==> src/decode_timing_regs.svh <==
// timing counts and opcode field positions for the logic, string and branch decoder
`ifndef DECODE_TIMING_REGS_SVH
`define DECODE_TIMING_REGS_SVH

// opcode and mod/reg/rm field positions
`define FLD_W         0
`define FLD_D         1
`define FLD_Z         0
`define FLD_MOD_HI    7
`define FLD_MOD_LO    6
`define FLD_REG_HI    5
`define FLD_REG_LO    3
`define FLD_RM_HI     2
`define FLD_RM_LO     0

// clock counts, single operations
`define T_XOR_RM_REG      8'h03
`define T_XOR_RM_MEM      8'h0A
`define T_XOR_IMM_REG     8'h04
`define T_XOR_IMM_MEM     8'h10
`define T_XOR_ACC_BYTE    8'h03
`define T_XOR_ACC_WORD    8'h04
`define T_INV_REG         8'h03
`define T_INV_MEM         8'h0A
`define T_STR_MOVE        8'h0E
`define T_STR_CMP         8'h16
`define T_STR_SCAN        8'h0F
`define T_STR_LOAD        8'h0C
`define T_STR_STORE       8'h0A
`define T_STR_PORT        8'h0E
`define T_WORD_EXTRA      8'h04

// clock counts, repeated operations: base then per iteration
`define T_REP_MOVE_BASE   8'h08
`define T_REP_MOVE_ITER   8'h08
`define T_REP_CMP_BASE    8'h05
`define T_REP_CMP_ITER    8'h16
`define T_REP_SCAN_BASE   8'h05
`define T_REP_SCAN_ITER   8'h0F
`define T_REP_LOAD_BASE   8'h06
`define T_REP_LOAD_ITER   8'h0B
`define T_REP_STORE_BASE  8'h06
`define T_REP_STORE_ITER  8'h09

// clock counts, control transfer: wide bus then narrow bus
`define T_CALL_NI_REG_W   8'h0D
`define T_CALL_NI_MEM_W   8'h13
`define T_CALL_NI_REG_N   8'h11
`define T_CALL_NI_MEM_N   8'h1B
`define T_CALL_FI_W       8'h26
`define T_CALL_FI_N       8'h36
`define T_JMP_DIRECT      8'h0E
`define T_JMP_NI_REG      8'h0B
`define T_JMP_NI_MEM_W    8'h11
`define T_JMP_NI_MEM_N    8'h15
`define T_JMP_FI_W        8'h1A
`define T_JMP_FI_N        8'h22

`endif

==> src/decode_pkg.sv <==
// types and opcode patterns for the logic, string and branch decoder
package decode_pkg;

	typedef enum logic [18:0] {
		OP_NONE            = 19'h00001,
		OP_XOR_RM          = 19'h00002,
		OP_XOR_IMM_RM      = 19'h00004,
		OP_XOR_IMM_ACC     = 19'h00008,
		OP_INVERT          = 19'h00010,
		STRING_MOVE_OP     = 19'h00020,
		STRING_COMPARE_OP  = 19'h00040,
		STRING_SCAN_OP     = 19'h00080,
		STRING_LOAD_OP     = 19'h00100,
		STRING_STORE_OP    = 19'h00200,
		STRING_PORT_IN_OP  = 19'h00400,
		STRING_PORT_OUT_OP = 19'h00800,
		CALL_NEAR_IND_OP   = 19'h01000,
		CALL_FAR_IND_OP    = 19'h02000,
		BRANCH_SHORT_OP    = 19'h04000,
		BRANCH_NEAR_OP     = 19'h08000,
		BRANCH_FAR_OP      = 19'h10000,
		BRANCH_NEAR_IND_OP = 19'h20000,
		BRANCH_FAR_IND_OP  = 19'h40000
	} op_class_t;

	localparam logic [5:0] PAT_XOR_RM      = 6'h0C;
	localparam logic [6:0] PAT_IMM_GROUP   = 7'h40;
	localparam logic [6:0] PAT_XOR_ACC     = 7'h1A;
	localparam logic [6:0] PAT_UNARY_GROUP = 7'h7B;
	localparam logic [6:0] PAT_STR_MOVE    = 7'h52;
	localparam logic [6:0] PAT_STR_CMP     = 7'h53;
	localparam logic [6:0] PAT_STR_SCAN    = 7'h57;
	localparam logic [6:0] PAT_STR_LOAD    = 7'h56;
	localparam logic [6:0] PAT_STR_STORE   = 7'h55;
	localparam logic [6:0] PAT_STR_IN      = 7'h36;
	localparam logic [6:0] PAT_STR_OUT     = 7'h37;
	localparam logic [6:0] PAT_REPEAT      = 7'h79;
	localparam logic [7:0] PAT_REPEAT_NZ   = 8'hF2;
	localparam logic [7:0] PAT_GROUP_FF    = 8'hFF;
	localparam logic [7:0] PAT_JMP_SHORT   = 8'hEB;
	localparam logic [7:0] PAT_JMP_NEAR    = 8'hE9;
	localparam logic [7:0] PAT_JMP_FAR     = 8'hEA;
	localparam logic [2:0] EXT_XOR         = 3'h6;
	localparam logic [2:0] EXT_INVERT      = 3'h2;
	localparam logic [2:0] EXT_CALL_NEAR   = 3'h2;
	localparam logic [2:0] EXT_CALL_FAR    = 3'h3;
	localparam logic [2:0] EXT_JMP_NEAR    = 3'h4;
	localparam logic [2:0] EXT_JMP_FAR     = 3'h5;

endpackage : decode_pkg

==> src/logic_string_branch_decode.sv <==
// opcode decode and clock budget for logic, string and branch instructions
`timescale 1ns/100ps
`include "decode_timing_regs.svh"
module logic_string_branch_decode
	import decode_pkg::*;
#(
	parameter int COUNT_W  = 16,
	parameter int BUDGET_W = 24
) (
	input  wire logic                clk_sys,
	input  wire logic                reset_n,
	input  wire logic                instr_valid,
	input  wire logic [7:0]          opcode_byte,
	input  wire logic [7:0]          modrm_byte,
	input  wire logic                prefix_valid,
	input  wire logic [7:0]          prefix_byte,
	input  wire logic [COUNT_W-1:0]  count_register,
	input  wire logic                narrow_bus,
	output logic                     dec_valid,
	output op_class_t                op_class,
	output logic                     word_op,
	output logic                     reg_is_dest,
	output logic                     repeat_active,
	output logic                     repeat_on_equal,
	output logic                     modrm_used,
	output logic [2:0]               imm_bytes,
	output logic [2:0]               disp_bytes,
	output logic [BUDGET_W-1:0]      cycle_budget,
	output logic                     unsupported
);

	initial begin
		if (COUNT_W < 1 || COUNT_W > 16) begin
			$error("count width must be 1 to 16");
		end
	end

	op_class_t           cls_nxt;
	logic [7:0]          base_nxt;
	logic [7:0]          iter_nxt;
	logic                rep_nxt;
	logic                unsup_nxt;
	logic                modrm_nxt;
	logic [2:0]          imm_nxt;
	logic [2:0]          disp_nxt;
	logic [BUDGET_W-1:0] budget_nxt;
	logic                w_bit;
	logic                mem_opnd;
	logic                rep_seen;
	logic                rep_z_form;
	logic [2:0]          ext;
	logic                star_word;

	assign w_bit      = opcode_byte[`FLD_W];
	assign ext        = modrm_byte[`FLD_REG_HI:`FLD_REG_LO];
	assign mem_opnd   = modrm_byte[`FLD_MOD_HI:`FLD_MOD_LO] != 2'h3;
	assign rep_seen   = prefix_valid && prefix_byte[7:1] == PAT_REPEAT;
	assign rep_z_form = prefix_byte != PAT_REPEAT_NZ;
	assign star_word  = narrow_bus && w_bit;

	// opcode classification and base clock cost
	always_comb begin
		cls_nxt   = OP_NONE;
		base_nxt  = 8'h00;
		iter_nxt  = 8'h00;
		rep_nxt   = 1'b0;
		unsup_nxt = 1'b0;
		modrm_nxt = 1'b0;
		imm_nxt   = 3'h0;
		disp_nxt  = 3'h0;
		if (opcode_byte[7:2] == PAT_XOR_RM) begin
			cls_nxt   = OP_XOR_RM;
			modrm_nxt = 1'b1;
			base_nxt  = mem_opnd ? `T_XOR_RM_MEM : `T_XOR_RM_REG;
		end else if (opcode_byte[7:1] == PAT_IMM_GROUP && ext == EXT_XOR) begin
			cls_nxt   = OP_XOR_IMM_RM;
			modrm_nxt = 1'b1;
			imm_nxt   = w_bit ? 3'h2 : 3'h1;
			base_nxt  = mem_opnd ? `T_XOR_IMM_MEM : `T_XOR_IMM_REG;
		end else if (opcode_byte[7:1] == PAT_XOR_ACC) begin
			cls_nxt   = OP_XOR_IMM_ACC;
			imm_nxt   = w_bit ? 3'h2 : 3'h1;
			base_nxt  = w_bit ? `T_XOR_ACC_WORD : `T_XOR_ACC_BYTE;
		end else if (opcode_byte[7:1] == PAT_UNARY_GROUP && ext == EXT_INVERT) begin
			cls_nxt   = OP_INVERT;
			modrm_nxt = 1'b1;
			base_nxt  = mem_opnd ? `T_INV_MEM : `T_INV_REG;
		end else if (opcode_byte[7:1] == PAT_STR_MOVE) begin
			cls_nxt  = STRING_MOVE_OP;
			base_nxt = rep_seen ? `T_REP_MOVE_BASE : `T_STR_MOVE;
			iter_nxt = `T_REP_MOVE_ITER;
			rep_nxt  = rep_seen;
		end else if (opcode_byte[7:1] == PAT_STR_CMP) begin
			cls_nxt  = STRING_COMPARE_OP;
			base_nxt = rep_seen ? `T_REP_CMP_BASE : `T_STR_CMP;
			iter_nxt = `T_REP_CMP_ITER;
			rep_nxt  = rep_seen;
		end else if (opcode_byte[7:1] == PAT_STR_SCAN) begin
			cls_nxt  = STRING_SCAN_OP;
			base_nxt = rep_seen ? `T_REP_SCAN_BASE : `T_STR_SCAN;
			iter_nxt = `T_REP_SCAN_ITER;
			rep_nxt  = rep_seen;
		end else if (opcode_byte[7:1] == PAT_STR_LOAD) begin
			cls_nxt  = STRING_LOAD_OP;
			base_nxt = rep_seen ? `T_REP_LOAD_BASE : `T_STR_LOAD;
			iter_nxt = `T_REP_LOAD_ITER;
			rep_nxt  = rep_seen;
		end else if (opcode_byte[7:1] == PAT_STR_STORE) begin
			cls_nxt  = STRING_STORE_OP;
			base_nxt = rep_seen ? `T_REP_STORE_BASE : `T_STR_STORE;
			iter_nxt = `T_REP_STORE_ITER;
			rep_nxt  = rep_seen;
		end else if (opcode_byte[7:1] == PAT_STR_IN || opcode_byte[7:1] == PAT_STR_OUT) begin
			cls_nxt  = opcode_byte[1] ? STRING_PORT_OUT_OP : STRING_PORT_IN_OP;
			base_nxt = rep_seen ? `T_REP_MOVE_BASE : `T_STR_PORT;
			iter_nxt = `T_REP_MOVE_ITER;
			rep_nxt  = rep_seen;
		end else if (opcode_byte == PAT_GROUP_FF) begin
			modrm_nxt = 1'b1;
			if (ext == EXT_CALL_NEAR) begin
				cls_nxt  = CALL_NEAR_IND_OP;
				if (narrow_bus) begin
					base_nxt = mem_opnd ? `T_CALL_NI_MEM_N : `T_CALL_NI_REG_N;
				end else begin
					base_nxt = mem_opnd ? `T_CALL_NI_MEM_W : `T_CALL_NI_REG_W;
				end
			end else if (ext == EXT_CALL_FAR) begin
				cls_nxt   = CALL_FAR_IND_OP;
				base_nxt  = narrow_bus ? `T_CALL_FI_N : `T_CALL_FI_W;
				unsup_nxt = !mem_opnd;
			end else if (ext == EXT_JMP_NEAR) begin
				cls_nxt = BRANCH_NEAR_IND_OP;
				if (!mem_opnd) begin
					base_nxt = `T_JMP_NI_REG;
				end else begin
					base_nxt = narrow_bus ? `T_JMP_NI_MEM_N : `T_JMP_NI_MEM_W;
				end
			end else if (ext == EXT_JMP_FAR) begin
				cls_nxt   = BRANCH_FAR_IND_OP;
				base_nxt  = narrow_bus ? `T_JMP_FI_N : `T_JMP_FI_W;
				unsup_nxt = !mem_opnd;
			end else begin
				unsup_nxt = 1'b1;
			end
		end else if (opcode_byte == PAT_JMP_SHORT) begin
			cls_nxt  = BRANCH_SHORT_OP;
			disp_nxt = 3'h1;
			base_nxt = `T_JMP_DIRECT;
		end else if (opcode_byte == PAT_JMP_NEAR) begin
			cls_nxt  = BRANCH_NEAR_OP;
			disp_nxt = 3'h2;
			base_nxt = `T_JMP_DIRECT;
		end else if (opcode_byte == PAT_JMP_FAR) begin
			cls_nxt  = BRANCH_FAR_OP;
			disp_nxt = 3'h4;
			base_nxt = `T_JMP_DIRECT;
		end else begin
			unsup_nxt = 1'b1;
		end
		// displacement bytes of a memory operand
		if (modrm_nxt && modrm_byte[`FLD_MOD_HI:`FLD_MOD_LO] == 2'h1) begin
			disp_nxt = 3'h1;
		end else if (modrm_nxt && (modrm_byte[`FLD_MOD_HI:`FLD_MOD_LO] == 2'h2 ||
			(modrm_byte[`FLD_MOD_HI:`FLD_MOD_LO] == 2'h0 &&
			modrm_byte[`FLD_RM_HI:`FLD_RM_LO] == 3'h6))) begin
			disp_nxt = 3'h2;
		end
		// word surcharge on the narrow bus for memory transfers
		if (star_word) begin
			if (cls_nxt == OP_XOR_RM || cls_nxt == OP_XOR_IMM_RM || cls_nxt == OP_INVERT) begin
				base_nxt = mem_opnd ? base_nxt + `T_WORD_EXTRA : base_nxt;
			end else if (rep_nxt) begin
				iter_nxt = iter_nxt + `T_WORD_EXTRA;
			end else if (cls_nxt != STRING_PORT_IN_OP && cls_nxt != STRING_PORT_OUT_OP &&
				(cls_nxt[9:5] != 5'h00)) begin
				base_nxt = base_nxt + `T_WORD_EXTRA;
			end
		end
		// a repeat prefix must match the string operation it guards
		if (prefix_valid && (!rep_seen || cls_nxt[11:5] == 7'h00 ||
			(rep_z_form && cls_nxt != STRING_COMPARE_OP && cls_nxt != STRING_SCAN_OP))) begin
			unsup_nxt = 1'b1;
		end
	end

	cycle_budget_calc #(
		.COUNT_W  (COUNT_W),
		.BUDGET_W (BUDGET_W)
	) u_budget (
		.base_cycles  (base_nxt),
		.iter_cycles  (iter_nxt),
		.iter_count   (count_register),
		.repeat_en    (rep_nxt),
		.total_cycles (budget_nxt)
	);

	// decode result valid one cycle after the request
	always_ff @(posedge clk_sys or negedge reset_n) begin
		if (!reset_n) begin
			dec_valid <= 1'b0;
		end else begin
			dec_valid <= instr_valid;
		end
	end

	// registered decode result, held until the next request
	always_ff @(posedge clk_sys or negedge reset_n) begin
		if (!reset_n) begin
			op_class        <= OP_NONE;
			word_op         <= 1'b0;
			reg_is_dest     <= 1'b0;
			repeat_active   <= 1'b0;
			repeat_on_equal <= 1'b0;
			modrm_used      <= 1'b0;
			imm_bytes       <= 3'h0;
			disp_bytes      <= 3'h0;
			cycle_budget    <= '0;
			unsupported     <= 1'b0;
		end else if (instr_valid) begin
			op_class        <= cls_nxt;
			word_op         <= w_bit;
			reg_is_dest     <= cls_nxt == OP_XOR_RM && opcode_byte[`FLD_D];
			repeat_active   <= rep_nxt;
			repeat_on_equal <= rep_nxt && prefix_byte[`FLD_Z];
			modrm_used      <= modrm_nxt;
			imm_bytes       <= imm_nxt;
			disp_bytes      <= disp_nxt;
			cycle_budget    <= budget_nxt;
			unsupported     <= unsup_nxt;
		end
	end
endmodule : logic_string_branch_decode

==> src/cycle_budget_calc.sv <==
// clock budget arithmetic: base plus per-iteration cost times iteration count
`timescale 1ns/100ps
module cycle_budget_calc #(
	parameter int COUNT_W  = 16,
	parameter int BUDGET_W = 24
) (
	input  wire logic [7:0]          base_cycles,
	input  wire logic [7:0]          iter_cycles,
	input  wire logic [COUNT_W-1:0]  iter_count,
	input  wire logic                repeat_en,
	output logic      [BUDGET_W-1:0] total_cycles
);

	initial begin
		if (BUDGET_W < COUNT_W + 8) begin
			$error("budget width too small for count width");
		end
	end

	logic [BUDGET_W-1:0] product;

	// product fits: iter_cycles below 2^8, count below 2^COUNT_W
	always_comb begin
		product = BUDGET_W'(iter_cycles) * BUDGET_W'(iter_count);
		total_cycles = BUDGET_W'(base_cycles) + (repeat_en ? product : '0);
	end

endmodule : cycle_budget_calc

==> config.mk <==
export PLATFORM = sky130hd
export DESIGN_NAME = logic_string_branch_decode
export DESIGN_NICKNAME = d
export VERILOG_FILES = /design/src/decode_pkg.sv /design/src/logic_string_branch_decode.sv /design/src/cycle_budget_calc.sv
export VERILOG_INCLUDE_DIRS = /design/src
export SDC_FILE = /design/constraint.sdc
export NUM_CORES = 1
export LEC_CHECK = 0
export BUFFER_PORTS_ARGS = -buffer_cell sky130_fd_sc_hd__buf_2
export CAP_MARGIN = 20
export CORE_UTILIZATION = 31
export CTS_CLUSTER_SIZE = 14
export DETAILED_ROUTE_END_ITERATION = 10
export SLEW_MARGIN = 30
export SYNTH_ARGS = -nofsm -noshare
export SYNTH_HDL_FRONTEND = slang
export SYNTH_SLANG_ARGS = --single-unit
==> constraint.sdc <==
create_clock -name clk_sys -period 0.8 [get_ports clk_sys]
set_input_delay 0.12 -clock clk_sys [delete_from_list [all_inputs] [get_ports clk_sys]]
set_output_delay 0.12 -clock clk_sys [all_outputs]
set_load 0.02 [all_outputs]
Yosys cells after proc, flatten, opt, wreduce, memory -nomap -nowiden
Index checks and enable logic that the tools add are counted.

word-level totals
  input port bits = 45
  bits in registers = 56
  output and inout port bits = 56
  logic and storage cells = 204

cells by class
  $add $sub $neg = 3
  reductions and logical operators = 25
  multiply operators = 1
  multiplexer cells = 131
  equality and inequality tests = 33

operators by type and width
  operator                                                                   count
  19-bit 2-to-1 mux                                                          15
  8-bit 2-to-1 mux                                                           23
  3-bit 2-to-1 mux                                                           19
  7-bit == test, second input constant                                       8
  5-bit 2-to-1 mux                                                           11
  17-bit 2-to-1 mux                                                          3
  4-bit 2-to-1 mux                                                           12
  1-bit 2-to-1 mux                                                           40
  8-bit == test, second input constant                                       4
  8-bit by 24-bit adder with 24-bit output                                   1
  8-bit by 16-bit multiplier with 24-bit output                              1
  24-bit 2-to-1 mux                                                          1
  19-bit by 2-bit == test with 1-bit output, second input constant           1
  19-bit by 3-bit == test with 1-bit output, second input constant           1
  19-bit by 5-bit == test with 1-bit output, second input constant           1
  19-bit by 11-bit inequality test with 1-bit output, second input constant  1
  19-bit by 12-bit inequality test with 1-bit output, second input constant  1
  19-bit by 7-bit inequality test with 1-bit output, second input constant   1
  19-bit by 8-bit inequality test with 1-bit output, second input constant   1
  8-bit by 3-bit adder with 8-bit output, second input constant              2
  7-bit by 6-bit == test with 1-bit output, second input constant            2
  1-bit logical AND                                                          14
  3-bit == test, second input constant                                       4
  12-bit 2-to-1 mux                                                          1
  other kinds (14)                                                           25

Logic depth before layout (Yosys ltp)
  depth in word-level cells = 24
  mapped depth = 29
  gate-level depth less buffers = 27

Modules after synthesis
Synthesis repeated with hierarchy kept, for this count alone.

second synthesis, totals
  cell total of the unflattened synthesis = 897
  area, all modules = 7,991.4 um^2

by module, submodules not included
  module                      cells an instance  seq. area each (um^2)  times used  area each (um^2)
  cycle_budget_calc           602                0.0                    1           4,973.5
  logic_string_branch_decode  295                1,377.6                1           3,017.9

Worst setup path after synthesis
No wires, ideal clock.

  path kind = input -> register
  from = input opcode_byte[4]
  to = register cycle_budget[20]
  required time = 718 ps
  setup time = 82 ps
  stages on the path = 25
  setup slack = -5,594 ps
  arrival time = 6,312 ps
  cells stage by stage = nand3b_1 nor3_2 nor2_1 nor2_2 nand3_1 mux2i_1 clkbuf_1 nor2b_1 ha_1 fa_1 ha_1 inv_1 fa_1 inv_1 fa_1 and2_1 ha_1 nand2_1 o211ai_1 a21oi_1 or3_1 nand4b_2 or3_4 or3_1 a31oi_1

on the way
  longest elaborated chain between the ends = 23
  elaborated cells between the ends (all ways) = 89
  those cells by class = 3 x add/sub; 1 x mul; 20 x eq/ne; 57 x mux; 8 x reduce/logical

ends and longest elaborated chain
  item                                                                                      line                                                                  text
  from (decl)                                                                               logic_string_branch_decode.sv:13                                      input wire logic [7:0] opcode_byte,
  8-bit == test                                                                             logic_string_branch_decode.sv:153                                     end else if (opcode_byte == PAT_JMP_FAR) begin
  17-bit 2-to-1 mux                                                                         logic_string_branch_decode.sv:153
  17-bit 2-to-1 mux                                                                         logic_string_branch_decode.sv:149                                     end else if (opcode_byte == PAT_JMP_NEAR) begin
  17-bit 2-to-1 mux                                                                         logic_string_branch_decode.sv:145                                     end else if (opcode_byte == PAT_JMP_SHORT) begin
  19-bit 2-to-1 mux                                                                         logic_string_branch_decode.sv:118                                     end else if (opcode_byte == PAT_GROUP_FF) begin
  19-bit 2-to-1 mux                                                                         logic_string_branch_decode.sv:113                                     end else if (opcode_byte[7:1] == PAT_STR_IN || opcode_byte[7:1] == PAT_STR_OUT) begin
  19-bit 2-to-1 mux                                                                         logic_string_branch_decode.sv:108                                     end else if (opcode_byte[7:1] == PAT_STR_STORE) begin
  19-bit 2-to-1 mux                                                                         logic_string_branch_decode.sv:103                                     end else if (opcode_byte[7:1] == PAT_STR_LOAD) begin
  [6 not listed]                                                                            n/a
  19-bit 2-to-1 mux                                                                         logic_string_branch_decode.sv:71                                      if (opcode_byte[7:2] == PAT_XOR_RM) begin
  19-bit by 2-bit == test with 1-bit output (tied with other cells)                         logic_string_branch_decode.sv:170                                     if (cls_nxt == OP_XOR_RM || cls_nxt == OP_XOR_IMM_RM || cls_nxt == OP_INVERT) begin
  1-bit logical OR / 1-bit logical AND (equally long branches) (2 in a row)                 logic_string_branch_decode.sv:170, logic_string_branch_decode.sv:174
  8-bit 2-to-1 mux (on tied branches)                                                       logic_string_branch_decode.sv:170, logic_string_branch_decode.sv:174
  8-bit 2-to-1 mux (on tied branches)                                                       logic_string_branch_decode.sv:169, logic_string_branch_decode.sv:172
  8-bit by 16-bit multiplier with 24-bit output / 8-bit 2-to-1 mux (equally long branches)  cycle_budget_calc.sv:24, logic_string_branch_decode.sv:170
  24-bit 2-to-1 mux / 8-bit 2-to-1 mux (equally long branches)                              cycle_budget_calc.sv:25, logic_string_branch_decode.sv:169
  8-bit by 24-bit adder with 24-bit output (*)                                              cycle_budget_calc.sv:25                                               total_cycles = BUDGET_W'(base_cycles) + (repeat_en ? product : '0);
  to (signal assigned)                                                                      logic_string_branch_decode.sv:228                                     cycle_budget <= budget_nxt;
  to (decl)                                                                                 logic_string_branch_decode.sv:28                                      output logic [BUDGET_W-1:0] cycle_budget,

Mark *: on every way between the ends. The rest lies on a longest branch, timed or not.
A chain may end at the register's enable or synchronous reset.

Worst setup path after layout
Same ends and word-level chain as after synthesis.

==> impl_metrics.json <==
{
  "status": "finished with violations",
  "violations": "setup timing",
  "hold_class": "in2reg",
  "ys_types": 76,
  "rsz0062_at_grt": "yes",
  "vias": 7132,
  "grt_pass1_vias": 7125,
  "grtUsageMet1_pct": 26.4,
  "post_drt_via_cell_ratio": 4.93,
  "holdPathEnd": "dec_valid",
  "synth_common_cells": "inv_1 (110), and2_1 (67), ha_1 (60)",
  "ys_async_sr_fraction_pct": 100,
  "r2r_setup_slack_ns": -0.11,
  "antenna_found_initial": 0,
  "synth.area.top_cells": "dfrtp_1 (19%), fa_1 (17%), ha_1 (11%), and2_1 (6.0%), inv_1 (6.0%)",
  "layout-drive-gt1-share_pct": 49.7,
  "leakagePower_nw": 5.68,
  "drtIter0Drc": 345,
  "grt_use_met3_pct": 2.66,
  "dr.pass1.iters": 4,
  "hold_start": "instr_valid",
  "route.detailed.drc": 0,
  "cp.buffers_inverters": 4,
  "postRouteAntennaNets": 0,
  "rows": 54,
  "cts_tree": "built",
  "worst_slew_pin_slew_ns": 0.598,
  "ff2ff_path_depth": 2,
  "cp_slowest_cell": "fa_1",
  "clock_sinks": 55,
  "postLayoutCellArea_um2": 11800,
  "setup_viol": 107,
  "syn_area_um2": 6930,
  "clock_latency_ns": 0.31,
  "regToRegStartpoint": "op_class[3]",
  "period_minus_slack_ns": 5.79,
  "critPathCaptureType": "flop",
  "synth_top_area_cell": "dfrtp_1",
  "grt_use_total_pct": 19.3,
  "max-vdd-ir-drop_v": 0.000757,
  "hold_ws_ns": 0.221,
  "finalSetupTns_ns": -118.50,
  "ioPinCount": 101,
  "max-slew-margin-rel_pct": 60.1,
  "place_ws_ns": -5.38,
  "die_w_um": 152,
  "wl_um": 22300,
  "critPathTopFamily": "simple AND/OR/NAND/NOR gates",
  "cpPeakStageDelay_ns": 0.50,
  "utilization_pct": 53.8,
  "place_congestion": 0.877,
  "path_class": "in2reg",
  "start_kind": "primary input",
  "hold_path_depth": 2,
  "die_height_um": 152,
  "r2r_end": "op_class[3]",
  "portBuffers": 99,
  "synth_top_area_share_pct": 19.5,
  "grt_pass1_wl_um": 35300,
  "ys.flop_type": "dfrtp_1",
  "clk_path_buf_depth": 2,
  "worstPathArrival_ns": 6.02,
  "finalHoldViolCount": 0,
  "avgSynthCellArea_um2": 8.59,
  "cp.required_ns": 1.03,
  "synth_seq_area_share_pct": 19.9,
  "h-tree-depth": 2,
  "top_usage_layer": "met2",
  "dp_hpwl_um": 16500,
  "crit_fanout": 9,
  "num_antenna_cells": 0,
  "grt_max_degree": 24,
  "grt.overflow.total": 0,
  "yosysMostFrequentCell": "inv_1",
  "drv_cap": 0,
  "power_mw": 9.16,
  "initial_core_util_pct": 31.7,
  "fin_nets": 1328,
  "setup_ws_ns": -4.99,
  "ys_ff_latch": 55,
  "synth_edf_count": 0,
  "placed_area_um2": 9710,
  "finalCritPeriodShare_pct": 723,
  "finClkSkew_ns": 0,
  "place_inst": 1364,
  "core_um2": 21900,
  "powerDensity_nw_per_um2": 777,
  "cpMostUsedCell": "fa_1",
  "ys_warn_count": 0,
  "max_freq_ghz": 0.173,
  "dieArea_um2": 23000,
  "clockRootBuffer": "clkbuf_16",
  "syn_inst": 807,
  "drv_slew": 0,
  "path_clk_slew_ns": 0.08,
  "synthToLayoutAreaGrowth_pct": 70.0,
  "layout.cells.non_filler": 1446,
  "wl_per_cell_um": 15.4,
  "grt_util_met2_pct": 32.6,
  "numCtsBuffers": 5
}
per-layer routing:
layer  vias up  routed length [um]
met1      3503                9890
li1       3437                   -
met3        40                 877
met4         0                 467
met5         -                   0
met2       152               11100
final cells by class:
type | count | area (um2)
fillers | 1918 | 10100
multi-input cells | 631 | 6300
repair buffers | 362 | 3170
flip-flops and latches | 55 | 1380
inverters | 110 | 413
well taps | 280 | 350
clock buffers | 5 | 125
clock inverters | 3 | 50.0
registers in the layout (all words and copies together) (netlist names):
name and flops:
repeat_on_equal 1, modrm_used 1, op_class 19, dec_valid 1, repeat_active 1, word_op 1
reg_is_dest 1, unsupported 1, imm_bytes 2, cycle_budget 24, disp_bytes 3
cells by family after synthesis:
kind of cell,count (synthesis),share of synthesized area (%)
DFF,55,19.9
and+or+nand+nor,278,21.7
muxes,15,2.42
adders and majority gates,118,27.6
AOI/OAI and AO/OA,172,17.0
other,1,0.0541
xor gates and xnor gates,29,3.66
buffers and inverters,139,7.63
what timing repair did:
item | in CTS | in global routing
gates resized for setup | 248 | 86
hold buffers | 1 | 0
setup buffers | 53 | 28
endpoints found under the hold margin | 54 | 0
setup endpoints to repair | 106 | 106
pin swaps | 62 | 41
report_power, final:
group | internal, mW | switching [mW]
clock | 1.52 | 1.21
sequential | 2.87 | 0.0714
combinational | 1.70 | 1.79
total | 6.09 | 3.07
cells in the final DEF, fill, tap and decap left out, types with 9 or more instances in the layout:
cell type  Yosys  layout
buf_4          2     212
nand2_1       45      34
o21ai_0       33      20
xnor2_1       17      11
inv_1        110      99
dfrtp_1       54      53
a21oi_2        0      13
fa_1          58      51
and2_1        67      56
nand3_1       16      10
buf_2          0      38
buf_12         0      13
ha_1          60      41
o21a_1         9       9
a21oi_1       46      33
nor2_2         1       9
and2_4         1      12
nor2_1        59      43
conb_1         1      19
mux2_4         0      11
inv_2          0      11
ha_4           0      18
nor2b_1       20      13
buf_6          0      95
worst max path at each step:
stage	start	end	slack, ns	depth (start not counted)
global placement	opcode_byte[6]	cycle_budget[20]	-5.28	25
finish	opcode_byte[4]	cycle_budget[20]	-4.99	28
floorplan	opcode_byte[4]	cycle_budget[20]	-5.13	26
detailed placement	opcode_byte[4]	cycle_budget[20]	-5.38	28
global route	opcode_byte[4]	cycle_budget[20]	-5.15	24
CTS	opcode_byte[4]	cycle_budget[21]	-4.85	26
worst register-to-register path, delay by kind of cell, from the launching register on:
kind	cells	cell delay (ns)
mux	1	0.26
flops	1	0.40
buf+inv	1	0.14
Power figures use the tool's default switching activity.
